File: src/logic/nap_pkg.sv
`default_nettype none
package nap_pkg;
  // ************************************************************
  // Register byte offsets
  // ************************************************************
  localparam logic [2:0] OFF_CMD = 3'h0;
  localparam logic [2:0] OFF_STAT = 3'h2;
  localparam logic [2:0] OFF_PCB_LO = 3'h4;
  localparam logic [2:0] OFF_PCB_HI = 3'h6;

  // ************************************************************
  // Command register fields
  // ************************************************************
  localparam int BIT_ISUM = 7;
  localparam int BIT_IEN = 6;
  localparam int BIT_SRST = 5;
  // Event bit indices within the upper byte
  localparam int EV_USTATE = 0;
  localparam int EV_ZERO = 1;
  localparam int EV_NOBUF = 2;
  localparam int EV_DONE = 3;
  localparam int EV_TX = 4;
  localparam int EV_RX = 5;
  localparam int EV_CERR = 6;
  localparam int EV_SERR = 7;
  localparam logic [15:0] CMD_RESET = 16'h0000;

  // ************************************************************
  // Adapter state codes
  // ************************************************************
  localparam logic [3:0] ST_RESET = 4'h0;
  localparam logic [3:0] ST_PLOAD = 4'h1;
  localparam logic [3:0] ST_READY = 4'h2;
  localparam logic [3:0] ST_RUN = 4'h3;
  localparam logic [3:0] ST_HOST_HALT = 4'h5;
  localparam logic [3:0] ST_NET_HALT = 4'h6;
  localparam logic [3:0] ST_BOTH_HALT = 4'h7;

  // ************************************************************
  // Port command codes
  // ************************************************************
  localparam logic [3:0] PC_NOP = 4'h0;
  localparam logic [3:0] PC_FETCH_PTR = 4'h1;
  localparam logic [3:0] PC_GET_CMD = 4'h2;
  localparam logic [3:0] PC_SELFTEST = 4'h3;
  localparam logic [3:0] PC_START = 4'h4;
  localparam logic [3:0] PC_BOOT = 4'h5;
  localparam logic [3:0] PC_RSVD6 = 4'h6;
  localparam logic [3:0] PC_RSVD7 = 4'h7;
  localparam logic [3:0] PC_POLL = 4'h8;
  localparam logic [3:0] PC_STOP = 4'hf;

  // ************************************************************
  // Self-test and bug check result codes
  // ************************************************************
  localparam logic [5:0] TEST_PASS = 6'h00;
  localparam logic [5:0] BUG_RESTART = 6'h01;
  localparam logic [5:0] BUG_UNEXP_INT = 6'h02;
  localparam logic [5:0] BUG_PARITY = 6'h03;
  localparam logic [5:0] BUG_TXALLOC = 6'h04;
  localparam logic [5:0] BUG_TXALLOC_BOOT = 6'h29;
  localparam logic [2:0] BSEL_RESTART = 3'h0;
  localparam logic [2:0] BSEL_UNEXP_INT = 3'h1;
  localparam logic [2:0] BSEL_PARITY = 3'h2;
  localparam logic [2:0] BSEL_TXALLOC = 3'h3;

  // ************************************************************
  // Control block function codes and classes
  // ************************************************************
  localparam logic [7:0] FN_LAST_BASIC = 8'h0e;
  localparam logic [7:0] FN_LAST_MAINT = 8'h15;
  localparam logic [3:0] FC_NOP = 4'h0;
  localparam logic [3:0] FC_LOAD_START = 4'h1;
  localparam logic [3:0] FC_READ_DEFAULT = 4'h2;
  localparam logic [3:0] FC_STATION = 4'h3;
  localparam logic [3:0] FC_MULTICAST = 4'h4;
  localparam logic [3:0] FC_RING = 4'h5;
  localparam logic [3:0] FC_COUNTERS = 4'h6;
  localparam logic [3:0] FC_MODE = 4'h7;
  localparam logic [3:0] FC_STATUS = 4'h8;
  localparam logic [3:0] FC_MAINT = 4'h9;
  localparam logic [3:0] FC_ILLEGAL = 4'hf;

  // ************************************************************
  // Command sequencer states
  // ************************************************************
  typedef enum logic [4:0] {
    S_IDLE = 5'h01,
    S_MEM = 5'h02,
    S_FUNC = 5'h04,
    S_TEST = 5'h08,
    S_BOOT = 5'h10
  } nap_fsm_t;
endpackage
`default_nettype wire

File: src/logic/nap_event_bit.sv
`timescale 1ns/100ps
`default_nettype none
module nap_event_bit
  import nap_pkg::*;
(
  // Clock and reset
  input wire logic clk,
  input wire logic nrst,
  input wire logic ce,
  // Control
  input wire logic flush,
  input wire logic set,
  input wire logic clr,
  // State
  output logic q
);
  logic q_reg;

  // Set beats a simultaneous write-one clear so no event is lost
  always_ff @(posedge clk or negedge nrst)
  begin
    if (!nrst)
      q_reg <= 1'b0;
    else if (ce)
    begin
      if (flush)
        q_reg <= 1'b0;
      else if (set)
        q_reg <= 1'b1;
      else if (clr)
        q_reg <= 1'b0;
    end
  end

  assign q = q_reg;
endmodule
`default_nettype wire

File: src/logic/nap_port_csr.sv
`timescale 1ns/100ps
`default_nettype none
// Behaviour
// RL1 - After a good reset the state field shows ready, reset state is transient.
// RL2 - Self-test pass: result zero, state ready, done flag set.
// RL3 - Self-test fail: result field takes the nonzero failing-test code.
// RL4 - Fatal bug check halts both sides and reports its cause code.
// RL5 - Read-only bits ignore writes; write-only bits read as zero.
// RL6 - Low pointer register used as an even address.
// RL7 - High pointer register keeps two bits; upper bits read zero.
// RL8 - Any event sets summary; interrupt raised only with enable set.
// RL9 - Event bits clear on write one; zero leaves them.
// RL10 - Host uses no-op only with enable change or reset, then waits 100 us.
// RL11 - A write changing interrupt enable leaves the command field unchanged.
// RL12 - Host changes enable and issues command in two separate writes.
// RL13 - Host clears the event byte with a byte write.
// RL14 - Non-no-op commands start on fetch, end with done or error flag.
// RL15 - Only one port command executes at a time.
// RL16 - Control block read by bus master at the 18-bit base.
// RL17 - Function code in word 0 is only read, never modified.
// RL18 - Function codes decode into their documented classes.
// RL19 - State field uses the documented four-bit encoding.
// RL20 - Port command field uses the documented encoding; others act as no-op. Codes 9 to 14 still raise the done flag here.
// RL21 - Interrupt enable is changed only by host writes.
// RL22 - Registers at byte offsets 0, 2, 4, 6 with word or byte writes.
// RL23 - One clock; power-up clears events, summary and enable.
module nap_port_csr
  import nap_pkg::*;
(
  // Clock and reset
  input wire logic clk,
  input wire logic nrst,
  input wire logic ce,
  // Host register port
  input wire logic [2:0] reg_addr,
  input wire logic reg_wr,
  input wire logic reg_rd,
  input wire logic [1:0] reg_be,
  input wire logic [15:0] reg_wdata,
  output logic [15:0] reg_rdata,
  output logic host_irq,
  // Control block bus master read
  output logic mem_req,
  output logic [17:0] mem_addr,
  input wire logic mem_ack,
  input wire logic mem_err,
  input wire logic [15:0] mem_rdata,
  // Function executor
  output logic func_start,
  output logic [7:0] func_code,
  output logic [3:0] func_class,
  input wire logic func_done,
  input wire logic func_err,
  // Self-test engine
  output logic selftest_start,
  input wire logic selftest_done,
  input wire logic [5:0] selftest_code,
  // Boot loader
  input wire logic boot_loaded,
  // Network side events and control
  input wire logic ev_status_err,
  input wire logic ev_rx_ring,
  input wire logic ev_tx_ring,
  input wire logic ev_rx_discard,
  input wire logic bug_check,
  input wire logic [2:0] bug_cause,
  output logic ring_reset,
  output logic poll_demand,
  output logic net_halt,
  output logic host_halt,
  // Bulkhead status pins
  input wire logic xcvr_fault_pin,
  input wire logic cable_fault_pin
);
  // ************************************************************
  // Declarations
  // ************************************************************
  nap_fsm_t fsm_reg;
  nap_fsm_t fsm_next;
  logic [3:0] state_reg;
  logic [3:0] state_next;
  logic [5:0] code_reg;
  logic [5:0] code_next;
  logic btmo_reg;
  logic btmo_next;
  logic [3:0] cmd_reg;
  logic ien_reg;
  logic pend_reg;
  logic init_reg;
  logic nobuf_arm_reg;
  logic [15:0] pcb_lo_reg;
  logic [1:0] pcb_hi_reg;
  logic [17:0] pcb_copy_reg;
  logic mem_req_reg;
  logic func_start_reg;
  logic [7:0] func_code_reg;
  logic [3:0] func_class_reg;
  logic selftest_start_reg;
  logic ring_reset_reg;
  logic poll_reg;
  logic irq_reg;
  logic [15:0] rdata_reg;
  logic [1:0] pin_meta_reg;
  logic [1:0] pin_sync_reg;
  logic done_set;
  logic cerr_set;
  logic ustate_set;
  logic [7:0] ev_q;

  // ************************************************************
  // Register decode
  // ************************************************************
  // RL22 word offsets
  wire [2:0] word_addr = {reg_addr[2:1], 1'b0};
  wire wr_cmd_lo = reg_wr && (word_addr == OFF_CMD) && reg_be[0];
  wire wr_cmd_hi = reg_wr && (word_addr == OFF_CMD) && reg_be[1];
  wire wr_lo_b0 = reg_wr && (word_addr == OFF_PCB_LO) && reg_be[0];
  wire wr_lo_b1 = reg_wr && (word_addr == OFF_PCB_LO) && reg_be[1];
  wire wr_hi = reg_wr && (word_addr == OFF_PCB_HI) && reg_be[0];
  // RL11 enable change locks command field
  wire ien_change = wr_cmd_lo && (reg_wdata[BIT_IEN] != ien_reg);
  wire soft_rst_wr = wr_cmd_lo && reg_wdata[BIT_SRST];
  wire init = init_reg || soft_rst_wr;
  wire cmd_load = wr_cmd_lo && !ien_change && !init;
  wire [3:0] cmd_wr = reg_wdata[3:0];
  // RL20 no-op class codes raise no done flag
  wire cmd_wr_nop = (cmd_wr == PC_NOP) || (cmd_wr == PC_RSVD6) || (cmd_wr == PC_RSVD7);

  // RL19 halted states
  wire halted = (state_reg == ST_HOST_HALT) || (state_reg == ST_NET_HALT)
    || (state_reg == ST_BOTH_HALT);
  // RL15 take a command only when idle
  wire take = pend_reg && (fsm_reg == S_IDLE) && !halted && !init && !bug_check;
  wire take_poll = take && (cmd_reg == PC_POLL);
  wire take_start = take && (cmd_reg == PC_START) && (state_reg != ST_RUN);
  wire test_launch = init || (take && (cmd_reg == PC_SELFTEST));

  // RL4 bug check cause codes
  wire [5:0] bug_code = (bug_cause == BSEL_RESTART) ? BUG_RESTART :
    (bug_cause == BSEL_UNEXP_INT) ? BUG_UNEXP_INT :
    (bug_cause == BSEL_PARITY) ? BUG_PARITY :
    (bug_cause == BSEL_TXALLOC) ? BUG_TXALLOC : BUG_TXALLOC_BOOT;

  // RL18 function code classes
  wire [7:0] fn = mem_rdata[7:0];
  wire [3:0] fn_class = (fn == 8'h00 || fn == 8'h03) ? FC_NOP :
    (fn == 8'h01) ? FC_LOAD_START :
    (fn == 8'h02) ? FC_READ_DEFAULT :
    (fn == 8'h04 || fn == 8'h05) ? FC_STATION :
    (fn == 8'h06 || fn == 8'h07) ? FC_MULTICAST :
    (fn == 8'h08 || fn == 8'h09) ? FC_RING :
    (fn == 8'h0a || fn == 8'h0b) ? FC_COUNTERS :
    (fn == 8'h0c || fn == 8'h0d) ? FC_MODE :
    (fn == FN_LAST_BASIC) ? FC_STATUS :
    (fn <= FN_LAST_MAINT) ? FC_MAINT : FC_ILLEGAL;
  wire fn_fetched = (fsm_reg == S_MEM) && mem_ack && !mem_err;

  // ************************************************************
  // Event bits
  // ************************************************************
  // No-buffer event stays quiet after firing until a polling demand or a reset re-arms it
  wire nobuf_set = ev_rx_discard && nobuf_arm_reg;
  wire [7:0] ev_set = {ev_status_err, cerr_set, ev_rx_ring, ev_tx_ring,
    done_set, nobuf_set, 1'b0, ustate_set};
  // RL9 write one to clear
  wire [7:0] ev_clr = {8{wr_cmd_hi}} & reg_wdata[15:8];

  genvar gi;
  generate
    for (gi = 0; gi < 8; gi = gi + 1)
    begin : g_ev
      if (gi == EV_ZERO)
      begin : g_zero
        assign ev_q[gi] = 1'b0;
      end
      else
      begin : g_bit
        nap_event_bit u_bit (
          .clk(clk),
          .nrst(nrst),
          .ce(ce),
          .flush(init),
          .set(ev_set[gi]),
          .clr(ev_clr[gi]),
          .q(ev_q[gi])
        );
      end
    end
  endgenerate

  // RL8 summary bit
  wire irq_sum = |ev_q;

  // ************************************************************
  // Command sequencer
  // ************************************************************
  always_comb
  begin
    fsm_next = fsm_reg;
    state_next = state_reg;
    code_next = code_reg;
    btmo_next = btmo_reg;
    done_set = 1'b0;
    cerr_set = 1'b0;
    ustate_set = 1'b0;
    if (init)
    begin
      // RL1 reset state held until self-test passes
      state_next = ST_RESET;
      code_next = TEST_PASS;
      btmo_next = 1'b0;
      fsm_next = S_TEST;
    end
    else if (bug_check)
    begin
      // RL4 fatal error halts both sides
      state_next = ST_BOTH_HALT;
      code_next = bug_code;
      ustate_set = 1'b1;
      fsm_next = S_IDLE;
    end
    else
    begin
      unique case (fsm_reg)
        S_IDLE:
          if (take)
          begin
            btmo_next = 1'b0;
            // RL14 execution begins on command fetch
            case (cmd_reg)
              PC_GET_CMD: fsm_next = S_MEM;
              PC_SELFTEST:
              begin
                state_next = ST_RESET;
                fsm_next = S_TEST;
              end
              PC_START:
              begin
                if (state_reg != ST_RUN)
                  state_next = ST_RUN;
                done_set = 1'b1;
              end
              PC_BOOT:
              begin
                state_next = ST_PLOAD;
                fsm_next = S_BOOT;
              end
              PC_STOP:
              begin
                if (state_reg == ST_RUN)
                  state_next = ST_READY;
                done_set = 1'b1;
              end
              default: done_set = 1'b1;
            endcase
          end
        S_MEM:
          if (mem_err)
          begin
            // Bus timeout ends the command with an error
            cerr_set = 1'b1;
            btmo_next = 1'b1;
            fsm_next = S_IDLE;
          end
          else if (mem_ack)
          begin
            if (fn_class == FC_NOP)
            begin
              done_set = 1'b1;
              fsm_next = S_IDLE;
            end
            else
              fsm_next = S_FUNC;
          end
        S_FUNC:
          if (func_err)
          begin
            cerr_set = 1'b1;
            fsm_next = S_IDLE;
          end
          else if (func_done)
          begin
            done_set = 1'b1;
            fsm_next = S_IDLE;
          end
        S_TEST:
          if (selftest_done)
          begin
            // RL2 RL3 result field and completion flag
            code_next = selftest_code;
            if (selftest_code == TEST_PASS)
            begin
              state_next = ST_READY;
              done_set = 1'b1;
            end
            else
              cerr_set = 1'b1;
            fsm_next = S_IDLE;
          end
        S_BOOT:
          if (boot_loaded)
          begin
            state_next = ST_READY;
            done_set = 1'b1;
            fsm_next = S_IDLE;
          end
        default: fsm_next = S_IDLE;
      endcase
    end
  end

  always_ff @(posedge clk or negedge nrst)
  begin
    if (!nrst)
    begin
      fsm_reg <= S_IDLE;
      state_reg <= ST_RESET;
      code_reg <= TEST_PASS;
      btmo_reg <= 1'b0;
    end
    else if (ce)
    begin
      fsm_reg <= fsm_next;
      state_reg <= state_next;
      code_reg <= code_next;
      btmo_reg <= btmo_next;
    end
  end

  // ************************************************************
  // Host-written control
  // ************************************************************
  // Power-up runs the same self-test path as a soft reset
  always_ff @(posedge clk or negedge nrst)
  begin
    if (!nrst)
    begin
      init_reg <= 1'b1;
      ien_reg <= 1'b0;
      cmd_reg <= PC_NOP;
      pend_reg <= 1'b0;
      nobuf_arm_reg <= 1'b1;
    end
    else if (ce)
    begin
      init_reg <= 1'b0;
      // RL21 RL23 enable follows host writes only; power-up and soft reset clear it
      ien_reg <= init ? 1'b0 : (wr_cmd_lo ? reg_wdata[BIT_IEN] : ien_reg);
      // RL11 command field kept when enable changes
      cmd_reg <= init ? PC_NOP : (cmd_load ? cmd_wr : cmd_reg);
      // RL15 a new command waits until the sequencer is idle
      if (init || halted)
        pend_reg <= 1'b0;
      else if (cmd_load && !cmd_wr_nop)
        pend_reg <= 1'b1;
      else if (take)
        pend_reg <= 1'b0;
      if (init || take_poll)
        nobuf_arm_reg <= 1'b1;
      else if (nobuf_set)
        nobuf_arm_reg <= 1'b0;
    end
  end

  // Pointer is data only; cleared at reset for repeatable simulation
  always_ff @(posedge clk or negedge nrst)
  begin
    if (!nrst)
    begin
      pcb_lo_reg <= 16'h0000;
      pcb_hi_reg <= 2'h0;
      pcb_copy_reg <= 18'h00000;
    end
    else if (ce)
    begin
      if (wr_lo_b0)
        pcb_lo_reg[7:0] <= reg_wdata[7:0];
      if (wr_lo_b1)
        pcb_lo_reg[15:8] <= reg_wdata[15:8];
      // RL7 only two high bits stored
      if (wr_hi)
        pcb_hi_reg <= reg_wdata[1:0];
      // RL6 RL16 latched base forced even
      if (take && (cmd_reg == PC_FETCH_PTR))
        pcb_copy_reg <= {pcb_hi_reg, pcb_lo_reg[15:1], 1'b0};
    end
  end

  // ************************************************************
  // Outputs to the rest of the adapter
  // ************************************************************
  always_ff @(posedge clk or negedge nrst)
  begin
    if (!nrst)
    begin
      mem_req_reg <= 1'b0;
      func_start_reg <= 1'b0;
      func_code_reg <= 8'h00;
      func_class_reg <= FC_NOP;
      selftest_start_reg <= 1'b0;
      ring_reset_reg <= 1'b0;
      poll_reg <= 1'b0;
      irq_reg <= 1'b0;
    end
    else if (ce)
    begin
      // RL16 control block read request
      mem_req_reg <= (fsm_next == S_MEM);
      // RL17 function code only captured, never written back
      func_start_reg <= fn_fetched && (fn_class != FC_NOP) && !init && !bug_check;
      if (fn_fetched)
      begin
        func_code_reg <= fn;
        func_class_reg <= fn_class;
      end
      selftest_start_reg <= test_launch;
      ring_reset_reg <= take_start;
      poll_reg <= take_poll;
      // RL8 single interrupt gated by enable
      irq_reg <= irq_sum && ien_reg;
    end
  end

  assign mem_req = mem_req_reg;
  assign mem_addr = pcb_copy_reg;
  assign func_start = func_start_reg;
  assign func_code = func_code_reg;
  assign func_class = func_class_reg;
  assign selftest_start = selftest_start_reg;
  assign ring_reset = ring_reset_reg;
  assign poll_demand = poll_reg;
  assign host_irq = irq_reg;
  assign net_halt = (state_reg == ST_NET_HALT) || (state_reg == ST_BOTH_HALT);
  assign host_halt = (state_reg == ST_HOST_HALT) || (state_reg == ST_BOTH_HALT);

  // ************************************************************
  // Status pins and read path
  // ************************************************************
  always_ff @(posedge clk or negedge nrst)
  begin
    if (!nrst)
    begin
      pin_meta_reg <= 2'h0;
      pin_sync_reg <= 2'h0;
    end
    else if (ce)
    begin
      pin_meta_reg <= {xcvr_fault_pin, cable_fault_pin};
      pin_sync_reg <= pin_meta_reg;
    end
  end

  // RL5 reset and unused bits read as zero
  wire [15:0] rd_cmd = {ev_q, irq_sum, ien_reg, 2'h0, cmd_reg};
  wire [15:0] rd_stat = {pin_sync_reg, code_reg, btmo_reg, 3'h0, state_reg};
  // RL7 upper bits of the high pointer read zero
  wire [15:0] rd_hi = {14'h0000, pcb_hi_reg};
  wire [15:0] rd_mux = (word_addr == OFF_CMD) ? rd_cmd :
    (word_addr == OFF_STAT) ? rd_stat :
    (word_addr == OFF_PCB_LO) ? pcb_lo_reg : rd_hi;

  always_ff @(posedge clk or negedge nrst)
  begin
    if (!nrst)
      rdata_reg <= CMD_RESET;
    else if (ce && reg_rd)
      rdata_reg <= rd_mux;
  end

  assign reg_rdata = rdata_reg;
endmodule
`default_nettype wire

File: config.mk
export PLATFORM = sky130hd
export DESIGN_NAME = nap_port_csr
export DESIGN_NICKNAME = d
export VERILOG_FILES = /design/src/logic/nap_pkg.sv /design/src/logic/nap_event_bit.sv /design/src/logic/nap_port_csr.sv
export SDC_FILE = /design/constraint.sdc
export NUM_CORES = 1
export LEC_CHECK = 0
export BUFFER_PORTS_ARGS = -buffer_cell sky130_fd_sc_hd__buf_2
export CAP_MARGIN = 20
export CORE_ASPECT_RATIO = 0.75
export CORE_MARGIN = 8
export CORE_UTILIZATION = 30
export DETAILED_ROUTE_END_ITERATION = 8
export PLACE_DENSITY = 0.58
export SLEW_MARGIN = 10
export SYNTH_ARGS = -nofsm -noshare
export SYNTH_HDL_FRONTEND = slang
export SYNTH_SLANG_ARGS = --single-unit
File: constraint.sdc
create_clock -name clk -period 3.1 [get_ports clk]
set_clock_uncertainty 0.15 [all_clocks]
set_input_delay 0 -clock clk [delete_from_list [all_inputs] [get_ports clk]]
set_output_delay 0 -clock clk [all_outputs]
set_load 0.05 [all_outputs]
==> results summary <==
The flow ran to the end, and the final reports show no timing, DRC or antenna violations. Counting flops with a built-in enable in the synthesized netlist gives 0. The transition time at the pin with the least slew margin is approximately 870 ps. The detailed-route vias per instance came out at 5.05. The Yosys step of the flow raised 0 warnings. The number of hold-slack violations in the final timing report came to 0.

The XOR/XNOR share of the synthesized area is 0.872%. After detailed placement, the design holds a cell count of roughly 780. The violation count after the first detailed-route iteration is between 200 and 300. Sequential cells were found to cover approximately half of the synthesized design area. The final layout net count is 680.

The number of nets handed over by synthesis was 533. Setup violations remaining at the end of the flow were counted as 0. The die covers ~21000 sq um. The worst path meets setup with 545 ps of slack. The height of the chip came out at 128 um. The placeable core region is 16600 sq um. The cts-stage hold buffer count is 44. After technology mapping, the gate count stands at ~470.

The worst voltage drop across the vdd grid came out at 0.327 mV. The all-layer global routing usage came out at ~15%. The repair_antennas step left the layout with diodes totalling 0. Setup repair after global routing left no endpoint under its margin. The shortest period the worst path allows is 2560 ps. Once layout is done, the placed cells without fillers occupy 6580 sq um. After synthesis, the cell types taking the most area are sky130_fd_sc_hd__dfrtp_1 50%, sky130_fd_sc_hd__mux2_2 9.2%, sky130_fd_sc_hd__nand2_1 3.7%. The number of global-route vias before repair is roughly 4500. After global routing the overflow that remains totals 0. Clock tree synthesis inserted a total of 9 buffers. The number of antenna violations at the first check in global routing came out at 0.

The flip-flop count of the largest register, all copies and words added is 17. The number of top-level pins came out at between 100 and 150. The number of iterations in the first detailed-routing pass came out at 4. Timing would allow up to 391 MHz. The post-place setup slack is around 560 ps. The async set-reset flop share out of synthesis is 100%.

The post-synthesis share of cell area spent on full adders, half adders and majority gates came out at 0%. Power comes to between 3 and 4 mW. The average wire per cell in the routed design came out at 17.8 um. The clock sink count is 103. The wire length of the first global-routing pass came out at 24400 um. The fraction of the mapped netlist area in compound gates came out at a little over an eighth. In this run, post-CTS repair resized a total of 0 instances. The signed area change from the synthesized netlist to the final layout came out at 31.0%. The detail route stage leaves a number of antenna-violating nets equal to 0. Across all hold checks on the routed design, the worst slack comes to 7.11 ps.

In this run the clock root is driven by a sky130_fd_sc_hd__clkbuf_16. The setup TNS is 0 ps. In the synthesized netlist the dominant register cell turns out to be sky130_fd_sc_hd__dfrtp_1. After synthesis, the share of cell area in mux cells is 14.9%. The largest fanout on the critical path is 17. The critical path in this run is classified as register to register. The tool flagged a number of max-cap violations equal to 0.

The required time at the worst-slack endpoint came out at 3180 ps. After layout, the worst path uses 82.4% of the clock period. The leakage power figure came out at about 3.1 nW. The half-perimeter wire length after placement came out at between 10000 and 15000 um. The worst setup path is captured at a register. For the worst setup path, the data arrival time is 2630 ps.

By area, the combinational part of the netlist is dominated by simple AND/OR/NAND/NOR gates. The path class of the tightest hold or removal check is input port to register. The category of the worst setup path launch point is a register.

The count of placed standard cells in the final layout, fillers left out came out at 836. The final design utilization is about two fifths. The number of synthesized register bits came out at 103.

The total cell area at the placement stage is 5800 sq um. The final wirelength came out at between 10000 and 15000 um. The number of design rule violations left after detail routing came out at 0. The clock network latency to the later pin of the worst-skew pair is 350 ps.

The worst max-slew margin expressed relative to the limit came out at 41.7%. The maximum clock insertion buffer count came out at 2. The clock tree from TritonCTS is built.

The global placement routability congestion is between 0.8 and 0.9. The max-slew violation total from the final report is 0. The detailed router placed 4221 vias in this run. The H-tree generated during clock tree synthesis spans 3 levels. The area share of the largest cell type after synthesis is 49.9%.

For this configuration, the core starts out at a cell density of 30.2%. In the final layout, the share of cells above drive strength 1 is 29.3%. Row generation in the floorplan step produced 41 rows. Synthesis instantiated 65 different standard cells from the library. sky130_fd_sc_hd__dfrtp_1 takes more of the synthesized area than any other cell.

The maximum number of pins on one net before global-route repair came out at 61. The final-layout fill cell count came out at 1647. Input and output buffers added on the ports amount to ~110. The floorplan step set the die width to 165 um. The power density over the cells came out at 552 nW/um^2. The number of setup buffers added after CTS came out at 0. The average cell area after synthesis is between 10 and 15 sq um. The clock-pin slew of the registers on the worst-case setup and hold paths came out at 70 ps.

The synthesized-area fraction occupied by and/or/nand/nor cells came out at between 10% and 20%. In this run the cell area of the synthesized design comes to 5020 sq um.
-- report_power, final --
| part | switching [mW] | internal, mW | leakage (nW) |
|---|---|---|---|
| logic | 0.440 | 0.287 | 1.64 |
| clock network | 0.532 | 0.740 | 0.158 |
| registers | 0.136 | 1.50 | 1.33 |
| total | 1.11 | 2.52 | 3.12 |
-- area by class of cell --
class | count | area, sq um | share of cell area, %
clock inverter | 5 | 87.6 | 1.33
multi-input combinational | 333 | 2300 | 35.0
timing repair buffer | 161 | 1060 | 16.2
sequential | 103 | 2580 | 39.3
inverter | 8 | 30.0 | 0.457
tap | 215 | 269 | 4.09
clock buffer | 11 | 243 | 3.69
-- layer usage --
metal | wire, um | global-route usage (%) | part of all wire, % | vias to the layer above
met5 | 0 | 0 | 0 | -
li1 | - | - | - | 2001
met3 | 939 | 4.30 | 6.3 | 17
met4 | 169 | 3.35 | 1.1 | 0
met2 | 6840 | 23.2 | 46 | 101
met1 | 6940 | 19.3 | 47 | 2102
-- cells by family (layout without fill, tap and decap cells) --
kind of cell              after synthesis  in the layout
AOI/OAI and AO/OA                     105            105
xor gates and xnor gates                5              5
buffers and inverters                  33            185
DFF                                   103            103
muxes                                  66             66
other                                   1              1
and+or+nand+nor                       156            156
-- final timing paths --
path / endpoint / cells past startpoint / slack, ps / from
worst max register to register: mem_addr[2] / 6 / 540 / state_reg[1]
worst min-delay path: code_reg[2] / 4 / 7 / selftest_code[2]
worst min register to register: func_class[3] / 2 / 330 / func_class[3]
min in group asynchronous: mem_addr[2] / 2 / 50 / nrst
max in group asynchronous: nobuf_arm_reg / 3 / 1960 / nrst
worst max-delay path: mem_addr[2] / 6 / 540 / state_reg[1]
-- cells in the mapped netlist (2+ instances only) --
library cell / n
sky130_fd_sc_hd__nor2_1: 36
sky130_fd_sc_hd__nand4_1: 5
sky130_fd_sc_hd__xor2_1: 3
sky130_fd_sc_hd__o221ai_1: 2
sky130_fd_sc_hd__a21boi_0: 3
sky130_fd_sc_hd__o31ai_1: 7
sky130_fd_sc_hd__nor3b_1: 3
sky130_fd_sc_hd__nand2b_1: 5
sky130_fd_sc_hd__nor4_1: 5
sky130_fd_sc_hd__nor2b_1: 10
sky130_fd_sc_hd__and3_1: 3
sky130_fd_sc_hd__a22o_1: 8
sky130_fd_sc_hd__nand3_1: 9
sky130_fd_sc_hd__a21oi_1: 19
sky130_fd_sc_hd__buf_1: 4
sky130_fd_sc_hd__mux2_2: 41
sky130_fd_sc_hd__mux4_2: 2
sky130_fd_sc_hd__inv_1: 7
sky130_fd_sc_hd__o21ai_0: 30
sky130_fd_sc_hd__and2_1: 4
sky130_fd_sc_hd__mux2i_1: 13
sky130_fd_sc_hd__nand3b_1: 2
sky130_fd_sc_hd__a31oi_1: 6
sky130_fd_sc_hd__and4_1: 2
sky130_fd_sc_hd__o2bb2ai_1: 6
sky130_fd_sc_hd__nor4bb_1: 2
sky130_fd_sc_hd__and3b_1: 2
sky130_fd_sc_hd__clkbuf_1: 18
sky130_fd_sc_hd__a22oi_1: 4
sky130_fd_sc_hd__mux2_1: 10
sky130_fd_sc_hd__xnor2_1: 2
sky130_fd_sc_hd__o211ai_1: 3
sky130_fd_sc_hd__nand2_1: 49
sky130_fd_sc_hd__dfstp_2: 3
sky130_fd_sc_hd__a21o_1: 4
sky130_fd_sc_hd__dfrtp_1: 100
sky130_fd_sc_hd__nor4b_1: 2
sky130_fd_sc_hd__nor3_1: 8
-- cell usage in the layout, fill, tap and decap left out, drive strengths merged, types with 2 or more instances in the layout --
| master | count |
|---|---|
| nor4bb | 2 |
| o31ai | 7 |
| dfrtp | 100 |
| and2 | 4 |
| inv | 9 |
| o211ai | 3 |
| xor2 | 3 |
| nor3b | 4 |
| nand3 | 9 |
| clkbuf | 11 |
| and4 | 2 |
| mux4 | 2 |
| a21boi | 3 |
| nand2 | 49 |
| a22o | 8 |
| o2bb2ai | 6 |
| and3 | 3 |
| nand2b | 5 |
| nor4b | 2 |
| dlygate4sd3 | 44 |
| a21oi | 19 |
| a31oi | 6 |
| bufinv | 2 |
| nand3b | 2 |
| buf | 117 |
| nor2 | 36 |
| nor4 | 5 |
| o21ai | 31 |
| a22oi | 4 |
| mux2i | 13 |
| nand4 | 6 |
| and3b | 2 |
| dfstp | 3 |
| xnor2 | 2 |
| nor3 | 9 |
| mux2 | 51 |
| a21o | 4 |
| nor2b | 10 |
| o221ai | 2 |
-- worst max-delay path, stage by stage, from the launching register on --
cell and delay (ps):
sky130_fd_sc_hd__dfrtp_1 420, sky130_fd_sc_hd__o21ai_1 410, sky130_fd_sc_hd__nand4_2 250, sky130_fd_sc_hd__and4bb_1 340, sky130_fd_sc_hd__nor3b_4 160, sky130_fd_sc_hd__buf_4 310, sky130_fd_sc_hd__mux2_2 380
Power figures use the tool's default switching activity.
